## src/hdl/spi_slave_port_regs.vh

```
// Constants for the SPI slave command port: codes, fields, timing.
// Assumes a 10 MHz system clock; included by bare name.
`ifndef SPI_SLAVE_PORT_REGS_VH
`define SPI_SLAVE_PORT_REGS_VH
`define STATUS_REQ_CODE     8'hff
`define NULL_CODE           8'h00
`define STAT_RSVD_BIT       7
`define STAT_PAL_BIT        6
`define STAT_LOCAL_BIT      5
`define STAT_EXTVID_BIT     4
`define STAT_SPACE_MSB      3
`define RX_SPACE_W          16
`define INIT_TIME_US        100
`define CLK_MHZ             10
`define INIT_CYCLES         (`INIT_TIME_US * `CLK_MHZ)
`define INIT_CNT_W          12
`endif
```

## src/hdl/byte_buffer2.v

```verilog
// Two-entry byte buffer with valid/ready on both sides.
// Assumes one clock domain shared with producer and consumer.
`timescale 1ns/100ps
`default_nettype none
module byte_buffer2 (
  input  wire       clk,
  input  wire       rst,
  input  wire [7:0] in_data,
  input  wire       in_valid,
  output wire       in_ready,
  output wire [7:0] out_data,
  output wire       out_valid,
  input  wire       out_ready
);
  reg [7:0] mem [0:1];
  reg       wr_ptr;
  reg       rd_ptr;
  reg [1:0] count;
  wire      push;
  wire      pop;

  assign in_ready  = (count != 2'd2);
  assign out_valid = (count != 2'd0);
  assign out_data  = mem[rd_ptr];
  assign push      = in_valid & in_ready;
  assign pop       = out_valid & out_ready;

  always @(posedge clk) begin
    if (rst) begin
      wr_ptr <= 1'b0;
      rd_ptr <= 1'b0;
      count  <= 2'd0;
    end else begin
      if (push) begin
        mem[wr_ptr] <= in_data;
        wr_ptr      <= ~wr_ptr;
      end
      if (pop)
        rd_ptr <= ~rd_ptr;
      if (push & ~pop)
        count <= count + 2'd1;
      else if (pop & ~push)
        count <= count - 2'd1;
    end
  end
endmodule // byte_buffer2
`default_nettype wire

```

## src/hdl/spi_slave_port.v

```verilog
// SPI slave command port: strap capture, byte shifter, status reports.
// Assumes SPI pins are asynchronous to clk and much slower than it.
//
// Function
// - Slave mode when straps b and d high, c low; clock on strap pin.
// - Slave mode selected disables the main asynchronous serial port.
// - Polarity and phase straps pick one of four SPI clock modes.
// - Polarity/phase straps sampled every cycle of the wait after config straps, then ignored.
// - All straps sampled only at initialization.
// - Select may stay active indefinitely; alignment by bit counting only (select high also clears the bit count here).
// - Ready output driven low after initialization in slave mode only, no other function.
// - Full duplex: one byte out for every byte in.
// - Received zero bytes are discarded.
// - Received 0xFF answered with 0xFF then status byte.
// - Status bits: 7 zero, 6 PAL, 5 local mode, 4 external video.
// - Low nibble n: at least two to the n bytes free.
// - Bytes arriving with receive buffer full are dropped silently.
// - Status may interrupt the queue, which then resumes.
`timescale 1ns/100ps
`default_nettype none
`include "spi_slave_port_regs.vh"
module spi_slave_port (
  input  wire                   clk,
  input  wire                   rst,
  input  wire                   strap_clock_in,
  input  wire                   config_strap_b,
  input  wire                   config_strap_c,
  input  wire                   config_strap_d,
  input  wire                   polarity_strap,
  input  wire                   phase_strap,
  input  wire                   slave_select_0_n,
  input  wire                   mosi,
  output reg                    miso,
  output reg                    miso_oe,
  output reg                    ready_out_n,
  output reg                    spi_slave_mode,
  output reg                    main_port_enable,
  input  wire                   video_pal,
  input  wire                   video_local,
  input  wire                   ext_video_present,
  input  wire [`RX_SPACE_W-1:0] rx_space_free,
  output wire [7:0]             rx_data,
  output wire                   rx_valid,
  input  wire                   rx_ready,
  input  wire [7:0]             tx_data,
  input  wire                   tx_valid,
  output reg                    tx_ready
);
  localparam ST_RESET   = 2'd0;
  localparam ST_CONFIG  = 2'd1;
  localparam ST_MODE    = 2'd2;
  localparam ST_RUN     = 2'd3;

  reg [1:0]  state;
  reg [`INIT_CNT_W-1:0] init_cnt;
  reg        cpol;
  reg        cpha;
  reg [1:0]  sck_s;
  reg [1:0]  ss_s;
  reg [1:0]  mosi_s;
  reg        sck_prev;
  reg [7:0]  rx_shift;
  reg [7:0]  tx_shift;
  reg [2:0]  bit_cnt;
  reg        stat_pending;
  reg        mark_due;
  reg        preload;
  reg        pre_take;
  reg        pre_stat;
  reg        pre_mark;
  reg        next_mark;
  reg        in_valid;
  reg [7:0]  in_data;
  wire       in_ready;
  wire       sck;
  wire       ss_active;
  wire       lead_edge;
  wire       trail_edge;
  wire       sample_edge;
  wire       shift_edge;
  wire [7:0] rx_byte;
  reg  [3:0] space_n;
  reg  [7:0] next_tx;
  reg        take_tx;
  reg        next_stat;
  integer    i;

  // Bring slave pins into clk domain
  always @(posedge clk) begin
    sck_s  <= {sck_s[0], strap_clock_in};
    ss_s   <= {ss_s[0], slave_select_0_n};
    mosi_s <= {mosi_s[0], mosi};
  end
  assign sck       = sck_s[1] ^ cpol;
  assign ss_active = ~ss_s[1] & (state == ST_RUN) & spi_slave_mode;
  assign lead_edge  = sck & ~sck_prev;
  assign trail_edge = ~sck & sck_prev;
  assign sample_edge = cpha ? trail_edge : lead_edge;
  assign shift_edge  = cpha ? lead_edge : trail_edge;
  assign rx_byte    = {rx_shift[6:0], mosi_s[1]};

  // Strap capture; wait models initialization before ready
  always @(posedge clk) begin
    if (rst) begin
      state            <= ST_RESET;
      init_cnt         <= {`INIT_CNT_W{1'b0}};
      spi_slave_mode   <= 1'b0;
      main_port_enable <= 1'b0;
      cpol             <= 1'b0;
      cpha             <= 1'b0;
      ready_out_n      <= 1'b1;
    end else begin
      case (state)
        ST_RESET: state <= ST_CONFIG;
        ST_CONFIG: begin
          spi_slave_mode   <= config_strap_b & ~config_strap_c
                              & config_strap_d;
          main_port_enable <= ~(config_strap_b & ~config_strap_c
                              & config_strap_d);
          state            <= ST_MODE;
        end
        ST_MODE: begin
          cpol  <= polarity_strap;
          cpha  <= phase_strap;
          if (init_cnt == `INIT_CYCLES - 1)
            state <= ST_RUN;
          else
            init_cnt <= init_cnt + 1'b1;
        end
        ST_RUN: ready_out_n <= ~spi_slave_mode;
        default: state <= ST_RESET;
      endcase
    end
  end

  // Free-space exponent: highest set bit of the free count
  always @* begin
    space_n = 4'd0;
    for (i = 1; i < `RX_SPACE_W; i = i + 1)
      if (rx_space_free[i])
        space_n = i[3:0];
  end

  // Choice of next outgoing byte; marker then status preempt the queue
  always @* begin
    take_tx   = 1'b0;
    next_stat = stat_pending;
    next_mark = mark_due;
    if (mark_due) begin
      next_tx   = `STATUS_REQ_CODE;
      next_mark = 1'b0;
    end else if (stat_pending) begin
      next_tx   = {1'b0, video_pal, video_local, ext_video_present,
                   space_n};
      next_stat = 1'b0;
    end else if (tx_valid) begin
      next_tx = tx_data;
      take_tx = 1'b1;
    end else begin
      next_tx = `NULL_CODE;
    end
  end

  // Bit engine; select high resets alignment
  always @(posedge clk) begin
    if (rst) begin
      sck_prev     <= 1'b0;
      rx_shift     <= 8'h00;
      tx_shift     <= 8'h00;
      bit_cnt      <= 3'd0;
      stat_pending <= 1'b0;
      mark_due     <= 1'b0;
      preload      <= 1'b0;
      pre_take     <= 1'b0;
      pre_stat     <= 1'b0;
      pre_mark     <= 1'b0;
      in_valid     <= 1'b0;
      in_data      <= 8'h00;
      miso         <= 1'b0;
      miso_oe      <= 1'b0;
      tx_ready     <= 1'b0;
    end else begin
      sck_prev <= sck;
      tx_ready <= 1'b0;
      miso_oe  <= ss_active;
      if (in_valid & in_ready)
        in_valid <= 1'b0;
      if (~ss_active) begin
        bit_cnt  <= 3'd0;
        // Idle preview only; in mode 0/2 consumed once the first bit is sampled, unused in mode 1/3
        preload  <= ~cpha;
        pre_take <= take_tx;
        pre_stat <= next_stat;
        pre_mark <= next_mark;
        if (!cpha) begin
          miso     <= next_tx[7];
          tx_shift <= {next_tx[6:0], 1'b0};
        end
      end else begin
        if (sample_edge) begin
          rx_shift <= rx_byte;
          bit_cnt  <= bit_cnt + 3'd1;
          if (preload) begin
            preload      <= 1'b0;
            tx_ready     <= pre_take;
            stat_pending <= pre_stat;
            mark_due     <= pre_mark;
          end
          if (bit_cnt == 3'd7) begin
            // Full buffer or zero: byte is dropped
            if (rx_byte != `NULL_CODE && in_ready) begin
              in_valid <= 1'b1;
              in_data  <= rx_byte;
            end
            if (rx_byte == `STATUS_REQ_CODE && !stat_pending
                && !mark_due) begin
              stat_pending <= 1'b1;
              // Queue head stays put so it resumes after status
              if (!cpha)
                tx_shift <= `STATUS_REQ_CODE;
              else
                mark_due <= 1'b1;
            end else if (!cpha) begin
              tx_shift     <= next_tx;
              tx_ready     <= take_tx;
              stat_pending <= next_stat;
              mark_due     <= next_mark;
            end
          end
        end
        if (shift_edge) begin
          if (cpha && bit_cnt == 3'd0) begin
            miso         <= next_tx[7];
            tx_shift     <= {next_tx[6:0], 1'b0};
            tx_ready     <= take_tx;
            stat_pending <= next_stat;
            mark_due     <= next_mark;
          end else begin
            miso     <= tx_shift[7];
            tx_shift <= {tx_shift[6:0], 1'b0};
          end
        end
      end
    end
  end

  // Mode 1/3 sends the 0xFF marker on the next byte via mark_due
  // Mode 0/2 reloads at the last sample, so the marker follows at once

  byte_buffer2 rx_buf (
    .clk       (clk),
    .rst       (rst),
    .in_data   (in_data),
    .in_valid  (in_valid),
    .in_ready  (in_ready),
    .out_data  (rx_data),
    .out_valid (rx_valid),
    .out_ready (rx_ready)
  );
endmodule // spi_slave_port
`default_nettype wire

```

## config.mk

```make
export PLATFORM = sky130hd
export DESIGN_NAME = spi_slave_port
export DESIGN_NICKNAME = d
export VERILOG_FILES = /design/src/hdl/byte_buffer2.v /design/src/hdl/spi_slave_port.v
export VERILOG_INCLUDE_DIRS = /design/src /design/src/hdl
export SDC_FILE = /design/constraint.sdc
export NUM_CORES = 1
export LEC_CHECK = 0
export BUFFER_PORTS_ARGS = -buffer_cell sky130_fd_sc_hd__buf_2
export CORE_AREA = 2 2 132 122
export CTS_BUF_LIST = sky130_fd_sc_hd__clkbuf_4
export DETAILED_ROUTE_END_ITERATION = 16
export DIE_AREA = 0 0 134 124
export GPL_TIMING_DRIVEN = 0
export PLACE_DENSITY = 0.42
export REMOVE_ABC_BUFFERS = 1
export SLEW_MARGIN = 5
export SYNTH_ARGS = -nofsm -noshare
export SYNTH_HDL_FRONTEND = slang
export SYNTH_SLANG_ARGS = --single-unit
```

## constraint.sdc

```tcl
create_clock -name clk -period 2.9 [get_ports clk]
set_input_delay 0.58 -clock clk [delete_from_list [all_inputs] [get_ports clk]]
set_output_delay 0.58 -clock clk [all_outputs]
set_load 0.03 [all_outputs]
```

# [Word level (Yosys, flattened, before mapping)]
# Memories as Yosys holds them, arrays and structs flattened. A register that Yosys moved wholly into a read port is not among the register bits.
# Index checks and enable logic that the tools add are counted.
[totals] regBits=65 ram_bits=16 out_inout_bits=15 memories=1
[op_classes] addsub=4 n_eq_ne=14 mux=75 n_bitwise=24 n_reduce_logical=19
[mem_list] name="rx_buf.mem" words=2 width=8 read_ports=1 rd_clocked_by_memory_dff=1 write_ports=1 line="byte_buffer2.v:15" text="reg [7:0] mem [0:1];"
[ops] op="8-bit two-way mux" count=12
[ops] op="4-bit two-way mux" count=14
[ops] op="1-bit two-way mux" count=45
[ops] op="1-bit NOT" count=13
[ops] op="12-bit by 1-bit adder with 12-bit output, second input constant" count=1
[ops] op="12-bit by 10-bit equality test with 1-bit output, second input constant" count=1
[ops] op="1-bit bitwise AND" count=10
[ops] op="8-bit equality test, second input constant" count=1
[ops] op="2-bit AND reduction" count=4
[ops] op="4-bit AND reduction" count=2
[ops] op="8-bit nonzero test" count=1
[ops] op="2-bit two-way mux" count=3
[ops] op="2-bit by 1-bit inequality test with 1-bit output, second input constant" count=3
[ops] op="3-bit by 1-bit inequality test with 1-bit output, second input constant" count=2
[ops] op="2-bit case mux with 3 select lines" count=1
[ops] op="2-bit equality test, second input constant" count=2
[ops] op="1-bit logical AND" count=4
[ops] op="2-bit inequality test, second input constant" count=2
[ops] op="4-bit inequality test, second input constant" count=1
[ops] op="2-bit nonzero test" count=2
[ops] op="3-bit by 1-bit adder with 3-bit output, second input constant" count=1
[ops] op="3-bit equality test, second input constant" count=1
[ops] op="3-bit zero test" count=1
[ops] op="3-bit nonzero test" count=1
[ops] op="7 further kinds" count=8

# [Depth between registers and ports, before layout]
# Gate-level depths: netlist of run 1.
[logic_depth] word_depth=23 ltp_mapped=9 ltp_nobuf=8

# [Cells and area by module]
# Synthesis of run 1 repeated with hierarchy kept, for this count alone.
[hier_totals] cells_unflattened=398 area_unflattened_um2=3739.8
[by_module_without_submodules] module="spi_slave_port" instances=1 cells_per_inst=346 area_each_um2=2936.6
[by_module_without_submodules] module="byte_buffer2" instances=1 cells_per_inst=52 area_each_um2=803.3

# [Least setup slack after synthesis of run 1]
# No wires, ideal clock.
[synth_timing] kind="reg-to-reg" startpoint="reg spi_slave_mode" endpoint="reg in_data[0]" setup_ps=128 t_arrival_ps=1864 slack_ps=908 stages_incl_launch_ff=9 synth_period_minus_slack_ps=1992 cell_sequence="dfxtp_1 nand2_1 or2_2 clkbuf_1 nor2_4 and4_1 buf_4 mux2i_1 nor2_1"
[synth_between] elab_chain_len=2
[synth_lines] element="start, declared" line="spi_slave_port.v:36" text="output reg spi_slave_mode,"
[synth_lines] element="start signal, assigned" line="spi_slave_port.v:116" text="spi_slave_mode <= config_strap_b & ~config_strap_c"
[synth_lines] element="1-bit bitwise AND" line="spi_slave_port.v:95" text="assign ss_active = ~ss_s[1] & (state == ST_RUN) & spi_slave_mode;"
[synth_lines] element="4-bit AND reduction (no source line)"
[synth_lines] element="end signal, assigned" line="spi_slave_port.v:213" text="in_data <= rx_byte;"
[synth_lines] element="end, declared" line="spi_slave_port.v:73" text="reg [7:0] in_data;"
# Every way passes these cells.
# A chain may end at the register's enable or synchronous reset.

# [Worst setup path in the final report of run 1]
[layout_timing] startpoint="reg state[0]" endpoint="reg tx_shift[3]"
[layout_between] elab_chain_len=5 word_cells_on_any_way=8 cone_classes="eq/ne (4); mux (1); bitwise (2); reduce/logical (1)"
[layout_lines] element="start, declared" line="spi_slave_port.v:54" text="reg [1:0] state;"
[layout_lines] element="start signal, assigned" line="spi_slave_port.v:105" text="state <= ST_RESET;"
[layout_lines] element="start signal, assigned" line="spi_slave_port.v:114" text="ST_RESET: state <= ST_CONFIG;"
[layout_lines] element="start signal, assigned" line="spi_slave_port.v:120" text="state <= ST_MODE;"
[layout_lines] element="2-bit equality test *" line="spi_slave_port.v:95"
[layout_lines] element="1-bit bitwise AND * (2 in a row)" line="spi_slave_port.v:95"
[layout_lines] element="3-bit by 1-bit inequality test with 1-bit output (no source line) / 2-bit by 1-bit inequality test with 1-bit output (equally long branches)"
[layout_lines] element="4-bit AND reduction (no source line)"
[layout_lines] element="end signal, assigned" line="spi_slave_port.v:197" text="tx_shift <= {next_tx[6:0], 1'b0};"
[layout_lines] element="end signal, assigned" line="spi_slave_port.v:220" text="tx_shift <= `STATUS_REQ_CODE;"
[layout_lines] element="end signal, assigned" line="spi_slave_port.v:224" text="tx_shift <= next_tx;"
[layout_lines] element="end, declared" line="spi_slave_port.v:63" text="reg [7:0] tx_shift;"
# Mark *: on every way between the ends. The rest lies on a longest branch, timed or not.

==> run metrics, run 1 <==
Slowest cell on crit path sky130_fd_sc_hd__nor2_1; Worst Hold Path EP ss_s[0]; placed wire-length estimate after detailed placement 5.90 mm; depth of the most critical reg-to-reg path 7; CP peak stage delay 590 ps; highest attainable clock frequency 391 MHz; remaining antenna violation count after routing 0; data arrival time of the critical path 2890 ps; worst hold-check path type input port to flop; count of nets after finishing 488; Ys Warns 0; sink count of the clock tree 82; power consumption 2.41 mW; fraction of layout cells with a size suffix above 1 20.2%; part of the power in the clock network 29.4%; I/O pin cnt 54; register clock-pin slew on the reported worst setup and hold paths 130 ps; buffer and inverter count on the worst path 0; type of element capturing the critical path flop; detail-routed net length per standard cell 12.9 µm; total of hold buffers inserted after clock tree synthesis 0; setup slack of the most critical reg-to-reg path 340 ps; data required time at the worst endpoint 3230 ps; critical path launch point type flop; area taken by multi-input logic gates 1800 µm²; routability cong. 0.746; number of design rule violations left after detail routing 0; maxcap violations 0; Logic pwr share 17.8%; clock latency on the worst-skew pair 440 ps; maximum number of pins on one net before global-route repair 60; global-route wire length before repair 13.6 mm; Initial Utilization 24.8%; worst vdd ir 248 µV; placeable core region 15100 µm²; Max-slew headroom 21.8%; number of instances in the synthesized netlist 398; die area 16600 µm²; synthesized flop and latch total 82; crit-path cells ha_1, nand2_1, nor2_1, a21oi_1, o22ai_1, o21ai_0, o221a_2; sum of negative setup slack 0 ps; number of levels the H-tree was split into 3; switching part of the total power 30.8%; buffer count from post-CTS setup fixing 0; most used flip-flop cell after synthesis sky130_fd_sc_hd__dfxtp_1; detailed-routing iteration count for the pre-antenna-repair pass 4; average cell area after synthesis 9.40 µm²; clock buffers created by TritonCTS 9; total power per unit cell area 560 nW/µm²; most common library cell in the layout ignoring fill and taps sky130_fd_sc_hd__dfxtp_1; filler instances 1610; antenna violations before repair 1; vias after detailed routing 2982; die height 124 µm; hold path start slave_select_0_n; total length of routed wires 8.40 mm; minimum clock period after layout 2560 ps; number of slew-limit violations in the final report 0; standard-cell rows 43; count of buffers inserted at the top-level ports 52; sequential share of the synthesized area 48.1%; via count normalized by instance count 4.59; transition at the pin with the smallest max-transition slack 1160 ps; number of unique standard cell types used by synthesis 60; switching power of the nets 744 µW; synthesis-to-finish area growth 15.3%; violation count after the first detailed-route iteration 157; fraction of power consumed by sequential logic 52.8%; worst hold path cell count 1; CTS resizes 0; final cycle utilization of the critical path 88.1%; Clock Skews 21.8 ps; global route overflow 0; Worst path top cell family by delay compound AO/OA/AOI/OAI gates; commonest cells after routing, fill and taps aside sky130_fd_sc_hd__dfxtp_1, sky130_fd_sc_hd__nor2_1, sky130_fd_sc_hd__buf_2; async set-or-reset flop fraction in the synthesized netlist 0%; chip width 134 µm; critical setup path kind flop to flop; number of failing hold endpoints at the final stage 0; number of synthesized flops with an enable pin 16; gr usage total 10.4%; number of global-route vias before repair 2767; unrepaired setup endpoints after global routing false; setup violators final 0; CTS Root Buffer Type sky130_fd_sc_hd__clkbuf_4; TritonCTS clock tree done; Crit Reg-Reg Startpoint state[0]; crit path max fanout 11; Crit Reg-Reg Endpoint tx_shift[3]; cell internal pwr 1.67 mW; netlist area before placement 3740 µm²; Lkg Pwr 1.61 nW; run status finished clean; footprint of the flip-flops and latches 1800 µm²; clk buf depth 2
[worst max path at each step]
stage	end	from	cells after the start
2_1_floorplan	in_data[0]	spi_slave_mode	6
3_3_place_gp	rx_buf.mem[1][6]	rst	3
3_5_place_dp	rx_buf.mem[1][6]	rst	3
4_1_cts	tx_shift[3]	state[0]	7
5_1_grt	tx_shift[3]	state[1]	7
6_report	tx_shift[3]	state[0]	7
[cell families (layout without fill, tap and decap cells)]
family	Yosys count	after routing	share of synthesized area, %
buffers and inverters	31	79	3.68
AND/OR/NAND/NOR	154	154	19.7
other	0	2	0
flip-flops	82	82	48.1
multiplexers	24	24	6.92
AO/OA/AOI/OAI	84	84	15.1
adder cells (fa/ha/maj)	8	8	2.67
XOR/XNOR	15	15	3.71
[power groups by stage]
stage	logic (mW)	registers, mW	clock network (mW)
floorplan	0.296	1.30	0
global placement	0.425	1.30	0
detailed placement	0.436	1.30	0
CTS	0.438	1.28	0.746
global route	0.483	1.29	0.786
finish	0.429	1.28	0.710
[cells in the mapped netlist, types with 4 or more instances]
master	number	area [µm²]
sky130_fd_sc_hd__ha_1	8	100
sky130_fd_sc_hd__or3_1	6	37.5
sky130_fd_sc_hd__mux2_2	8	90.1
sky130_fd_sc_hd__o21ai_0	15	75.1
sky130_fd_sc_hd__mux2i_1	14	140
sky130_fd_sc_hd__nor2b_1	7	43.8
sky130_fd_sc_hd__nand3_1	7	35.0
sky130_fd_sc_hd__nand4_1	8	50.1
sky130_fd_sc_hd__nor3_1	10	50.1
sky130_fd_sc_hd__nor2_1	53	199
sky130_fd_sc_hd__nand2_1	37	139
sky130_fd_sc_hd__inv_1	11	41.3
sky130_fd_sc_hd__o41ai_1	4	35.0
sky130_fd_sc_hd__a21oi_1	33	165
sky130_fd_sc_hd__edfxtp_1	16	480
sky130_fd_sc_hd__xor2_1	11	96.3
sky130_fd_sc_hd__clkbuf_1	12	45.0
sky130_fd_sc_hd__nor4_1	8	50.1
sky130_fd_sc_hd__dfxtp_1	66	1320
sky130_fd_sc_hd__and3_1	4	25.0
[flip-flops by register name, indices dropped and copies added (netlist names), 2 cells and up, named ones only]
signal / flops
init_cnt: 12
sck_s: 2
rx_shift: 7
bit_cnt: 3
rx_buf.mem: 16
in_data: 8
ss_s: 2
state: 2
mosi_s: 2
rx_buf.count: 2
tx_shift: 8
[through the flow]
stage | cells | util, % | hold slack [ps] | setup slack (ps) | instance area (µm²)
global placement | 632 | 27.5 | 311 | 166 | 4160
floorplan | 378 | - | 310 | 797 | 3650
finish | 650 | 28.5 | 245 | 345 | 4320
global route | 649 | 28.5 | 201 | 75.1 | 4310
CTS | 648 | 28.5 | 210 | 299 | 4310
detailed placement | 632 | 27.5 | 315 | 123 | 4160
[layer usage]
| metal | up-vias | wire (µm) | global-route usage, % |
|---|---|---|---|
| li1 | 1525 | - | - |
| met5 | - | 0 | 0 |
| met2 | 42 | 3810 | 16.5 |
| met4 | 0 | 97 | 2.99 |
| met1 | 1405 | 4210 | 13.9 |
| met3 | 10 | 279 | 3.13 |
[area by class of cell]
| type | instances | area share, % |
|---|---|---|
| inverter | 11 | 0.957 |
| timing repair buffer | 52 | 6.03 |
| multi-input combinational | 285 | 41.8 |
| tap | 202 | 5.86 |
| antenna | 2 | 0.116 |
| clock buffer | 9 | 1.57 |
| clock inverter | 7 | 1.94 |
| sequential | 82 | 41.8 |
No activity file was read; power rests on OpenSTA's default activity.
==> run 2: changes to the inputs <==
--- a/config.mk
+++ b/config.mk
@@ -12,9 +12,11 @@
 export DETAILED_ROUTE_END_ITERATION = 16
 export DIE_AREA = 0 0 134 124
 export GPL_TIMING_DRIVEN = 0
-export PLACE_DENSITY = 0.42
+export HOLD_SLACK_MARGIN = 0.02
+export PLACE_DENSITY_LB_ADDON = 0.15
 export REMOVE_ABC_BUFFERS = 1
 export SLEW_MARGIN = 5
 export SYNTH_ARGS = -nofsm -noshare
 export SYNTH_HDL_FRONTEND = slang
+export SYNTH_HIERARCHICAL = 1
 export SYNTH_SLANG_ARGS = --single-unit
==> run 2 against run 1 <==
Final cell count did not move. Non-clock buffer count did not move. Clock power fell by 15%. Largest power group unchanged.
==> run metrics, run 2 <==
core utilization of the finished layout 28.5% (about the same); crit path max fanout 7 (was 11); transition at the pin with the smallest max-transition slack 1150 ps (was 1160 ps); global-route wire length before repair 14.0 mm (was 13.6 mm); final cycle utilization of the critical path 86.3% (was 88.1%); routability cong. 0.806 (was 0.746); power consumption 2.29 mW (was 2.41 mW); count of buffers inserted at the top-level ports 52 (unchanged); Crit Reg-Reg Startpoint bit_cnt[1] (was state[0]); placeable core region 15100 µm² (unchanged); detailed-routing iteration count for the pre-antenna-repair pass 4 (unchanged); number of synthesized flops with an enable pin 16 (unchanged); data required time at the worst endpoint 3260 ps (was 3230 ps); max FFs per register 16 (unchanged); clock buffers created by TritonCTS 9 (unchanged); remaining antenna violation count after routing 0 (unchanged); total placed instance area 4180 µm² (was 4160 µm²); setup slack of the most critical reg-to-reg path 400 ps (was 340 ps); Logic pwr share 18.2% (was 17.8%); antenna violations before repair 0 (was 1); filler instances 1641 (was 1610); count of nets after finishing 490 (was 488); Initial Utilization 24.7% (was 24.8%); number of unique standard cell types used by synthesis 58 (was 60); chip width 134 µm (unchanged); least setup slack across all paths after layout 396 ps (was 345 ps); I/O pin cnt 54 (unchanged); data arrival time of the critical path 2860 ps (was 2890 ps); hold path start strap_clock_in (was slave_select_0_n); CTS resizes 0 (unchanged); highest attainable clock frequency 399 MHz (was 391 MHz); standard-cell rows 43 (unchanged); Ys Warns 6 (was 0); critical path launch point type flop (unchanged); die area 16600 µm² (unchanged); maximum number of pins on one net before global-route repair 53 (was 60); number of global-route vias before repair 2864 (was 2767); Crit Reg-Reg Endpoint tx_shift[6] (was tx_shift[3]); final cell area excluding filler cells 4300 µm² (was 4320 µm²); Lkg Pwr 1.64 nW (was 1.61 nW); total length of routed wires 8.22 mm (was 8.40 mm); cell internal pwr 1.57 mW (was 1.67 mW); Max-slew headroom 22.9% (was 21.8%); commonest cells in the netlist sky130_fd_sc_hd__dfxtp_1, sky130_fd_sc_hd__nor2_1, sky130_fd_sc_hd__a21oi_1 (was sky130_fd_sc_hd__dfxtp_1, sky130_fd_sc_hd__nor2_1, sky130_fd_sc_hd__nand2_1); depth of the most critical reg-to-reg path 7 (unchanged); Inserted Diodes 0 (was 2); gr usage total 10.6% (was 10.4%); run status finished clean (unchanged); fraction of layout cells with a size suffix above 1 19.4% (was 20.2%); area taken by multi-input logic gates 1820 µm² (was 1800 µm²); most numerous cell in the Yosys netlist sky130_fd_sc_hd__dfxtp_1 (unchanged); sequential share of the synthesized area 48.2% (was 48.1%); most common library cell in the layout ignoring fill and taps sky130_fd_sc_hd__dfxtp_1 (unchanged); TritonCTS clock tree done (unchanged); total power per unit cell area 533 nW/µm² (was 560 nW/µm²); Clock Skews 17.4 ps (was 21.8 ps); commonest cells after routing, fill and taps aside sky130_fd_sc_hd__dfxtp_1, sky130_fd_sc_hd__nor2_1, sky130_fd_sc_hd__buf_2 (unchanged); sink count of the clock tree 82 (unchanged); clock latency on the worst-skew pair 440 ps (about the same); dominant cell type by area after synthesis sky130_fd_sc_hd__dfxtp_1 (unchanged); Post-Place Setup Slack 203 ps (was 123 ps); die height 124 µm (unchanged); number of failing hold endpoints at the final stage 0 (unchanged); worst hold-check path type input port to flop (unchanged); average cell area after synthesis 9.40 µm² (about the same); critical setup path kind flop to flop (unchanged); via count normalized by instance count 4.58 (was 4.59); footprint of the flip-flops and latches 1800 µm² (unchanged); largest registers rx_buf/mem: 16 flops, init_cnt: 12 flops (was rx_buf.mem: 16 flops, init_cnt: 12 flops); async set-or-reset flop fraction in the synthesized netlist 0% (unchanged); detail-routed net length per standard cell 12.7 µm (was 12.9 µm); netlist area before placement 3740 µm² (about the same); setup violators final 0 (unchanged); switching part of the total power 31.6% (was 30.8%); fraction of power consumed by sequential logic 55.4% (was 52.8%); CTS Root Buffer Type sky130_fd_sc_hd__clkbuf_4 (unchanged); number of levels the H-tree was split into 3 (unchanged); number of instances in the synthesized netlist 398 (unchanged); unrepaired setup endpoints after global routing false (unchanged); Worst Hold Path EP sck_s[0] (was ss_s[0]); vias after detailed routing 2975 (was 2982); sum of negative setup slack 0 ps (unchanged); worst vdd ir 232 µV (was 248 µV); number of design rule violations left after detail routing 0 (unchanged); global route overflow 0 (unchanged); type of element capturing the critical path flop (unchanged); Largest Register rx_buf/mem (was rx_buf.mem); buffer count from post-CTS setup fixing 0 (unchanged); placed wire-length estimate after detailed placement 5.75 mm (was 5.90 mm); minimum clock period after layout 2500 ps (was 2560 ps); clk buf depth 2 (unchanged); leading cell types by total area after synthesis sky130_fd_sc_hd__dfxtp_1, sky130_fd_sc_hd__edfxtp_1, sky130_fd_sc_hd__nor2_1 (unchanged); maxcap violations 0 (unchanged); worst hold path cell count 1 (unchanged); synthesized flop and latch total 82 (unchanged); most used flip-flop cell after synthesis sky130_fd_sc_hd__dfxtp_1 (unchanged); number of slew-limit violations in the final report 0 (unchanged); violation count after the first detailed-route iteration 155 (was 157); total of hold buffers inserted after clock tree synthesis 0 (unchanged); register clock-pin slew on the reported worst setup and hold paths 150 ps (was 130 ps); switching power of the nets 724 µW (was 744 µW); synthesis-to-finish area growth 15.0% (was 15.3%); top cell type's share of synthesized area 35.3% (about the same); part of the power in the clock network 26.4% (was 29.4%)
run 2: power by group through the flow:
stage	Combinational [mW]	Clock [mW]	Sequential (mW)
floorplan	0.293	0	1.30
global placement	0.417	0	1.30
detailed placement	0.424	0	1.30
CTS	0.425	0.651	1.27
global route	0.468	0.691	1.28
finish	0.418	0.606	1.27
run 2: kinds of logic (layout without fill, tap and decap cells):
group | count (synthesis) | after routing | share of synthesized area, %
AO/OA/AOI/OAI | 92 | 92 | 15.7
multiplexers | 23 | 23 | 7.09
buffers and inverters | 30 | 80 | 3.28
flip-flops | 82 | 82 | 48.2
AND/OR/NAND/NOR | 148 | 148 | 19.1
adder cells (fa/ha/maj) | 8 | 8 | 2.68
XOR/XNOR | 15 | 15 | 4.01
run 2: layout make-up:
class	instances	area share [%]
Multi-Input combinational cell	286	42.3
Sequential cell	82	41.9
Timing Repair Buffer	52	6.05
Tap cell	202	5.88
Clock buffer	9	1.57
Clock inverter	7	1.25
Inverter	12	1.05
run 2: worst max-delay path, stage by stage (launching register included):
cell and delay (ps):
sky130_fd_sc_hd__dfxtp_1 380, sky130_fd_sc_hd__ha_1 160, sky130_fd_sc_hd__ha_1 230, sky130_fd_sc_hd__nor2b_1 440, sky130_fd_sc_hd__a21oi_1 120, sky130_fd_sc_hd__o32ai_1 640
sky130_fd_sc_hd__o221ai_1 260, sky130_fd_sc_hd__a21oi_1 170
run 2: how the worst max path moves through the flow:
stage | to | cells past startpoint | startpoint
floorplan | tx_shift[3] | 6 | rx_space_free[4]
global placement | tx_shift[0] | 7 | rst
detailed placement | tx_shift[0] | 7 | rst
CTS | tx_shift[6] | 7 | bit_cnt[1]
global route | tx_shift[6] | 7 | bit_cnt[1]
finish | tx_shift[6] | 7 | bit_cnt[1]
run 2: layer usage:
metal / GRT usage [%] / wire, µm
met5: 0 / 0
met4: 3.52 / 108
met3: 3.26 / 378
met2: 17.0 / 3720
met1: 13.7 / 4010
run 2: stage by stage:
stage                     hold WS [ps]  cells
after CTS                          195    650
after floorplan                    310    380
after global placement             314    634
after global routing               186    650
final                              242    650
after detailed placement           313    634
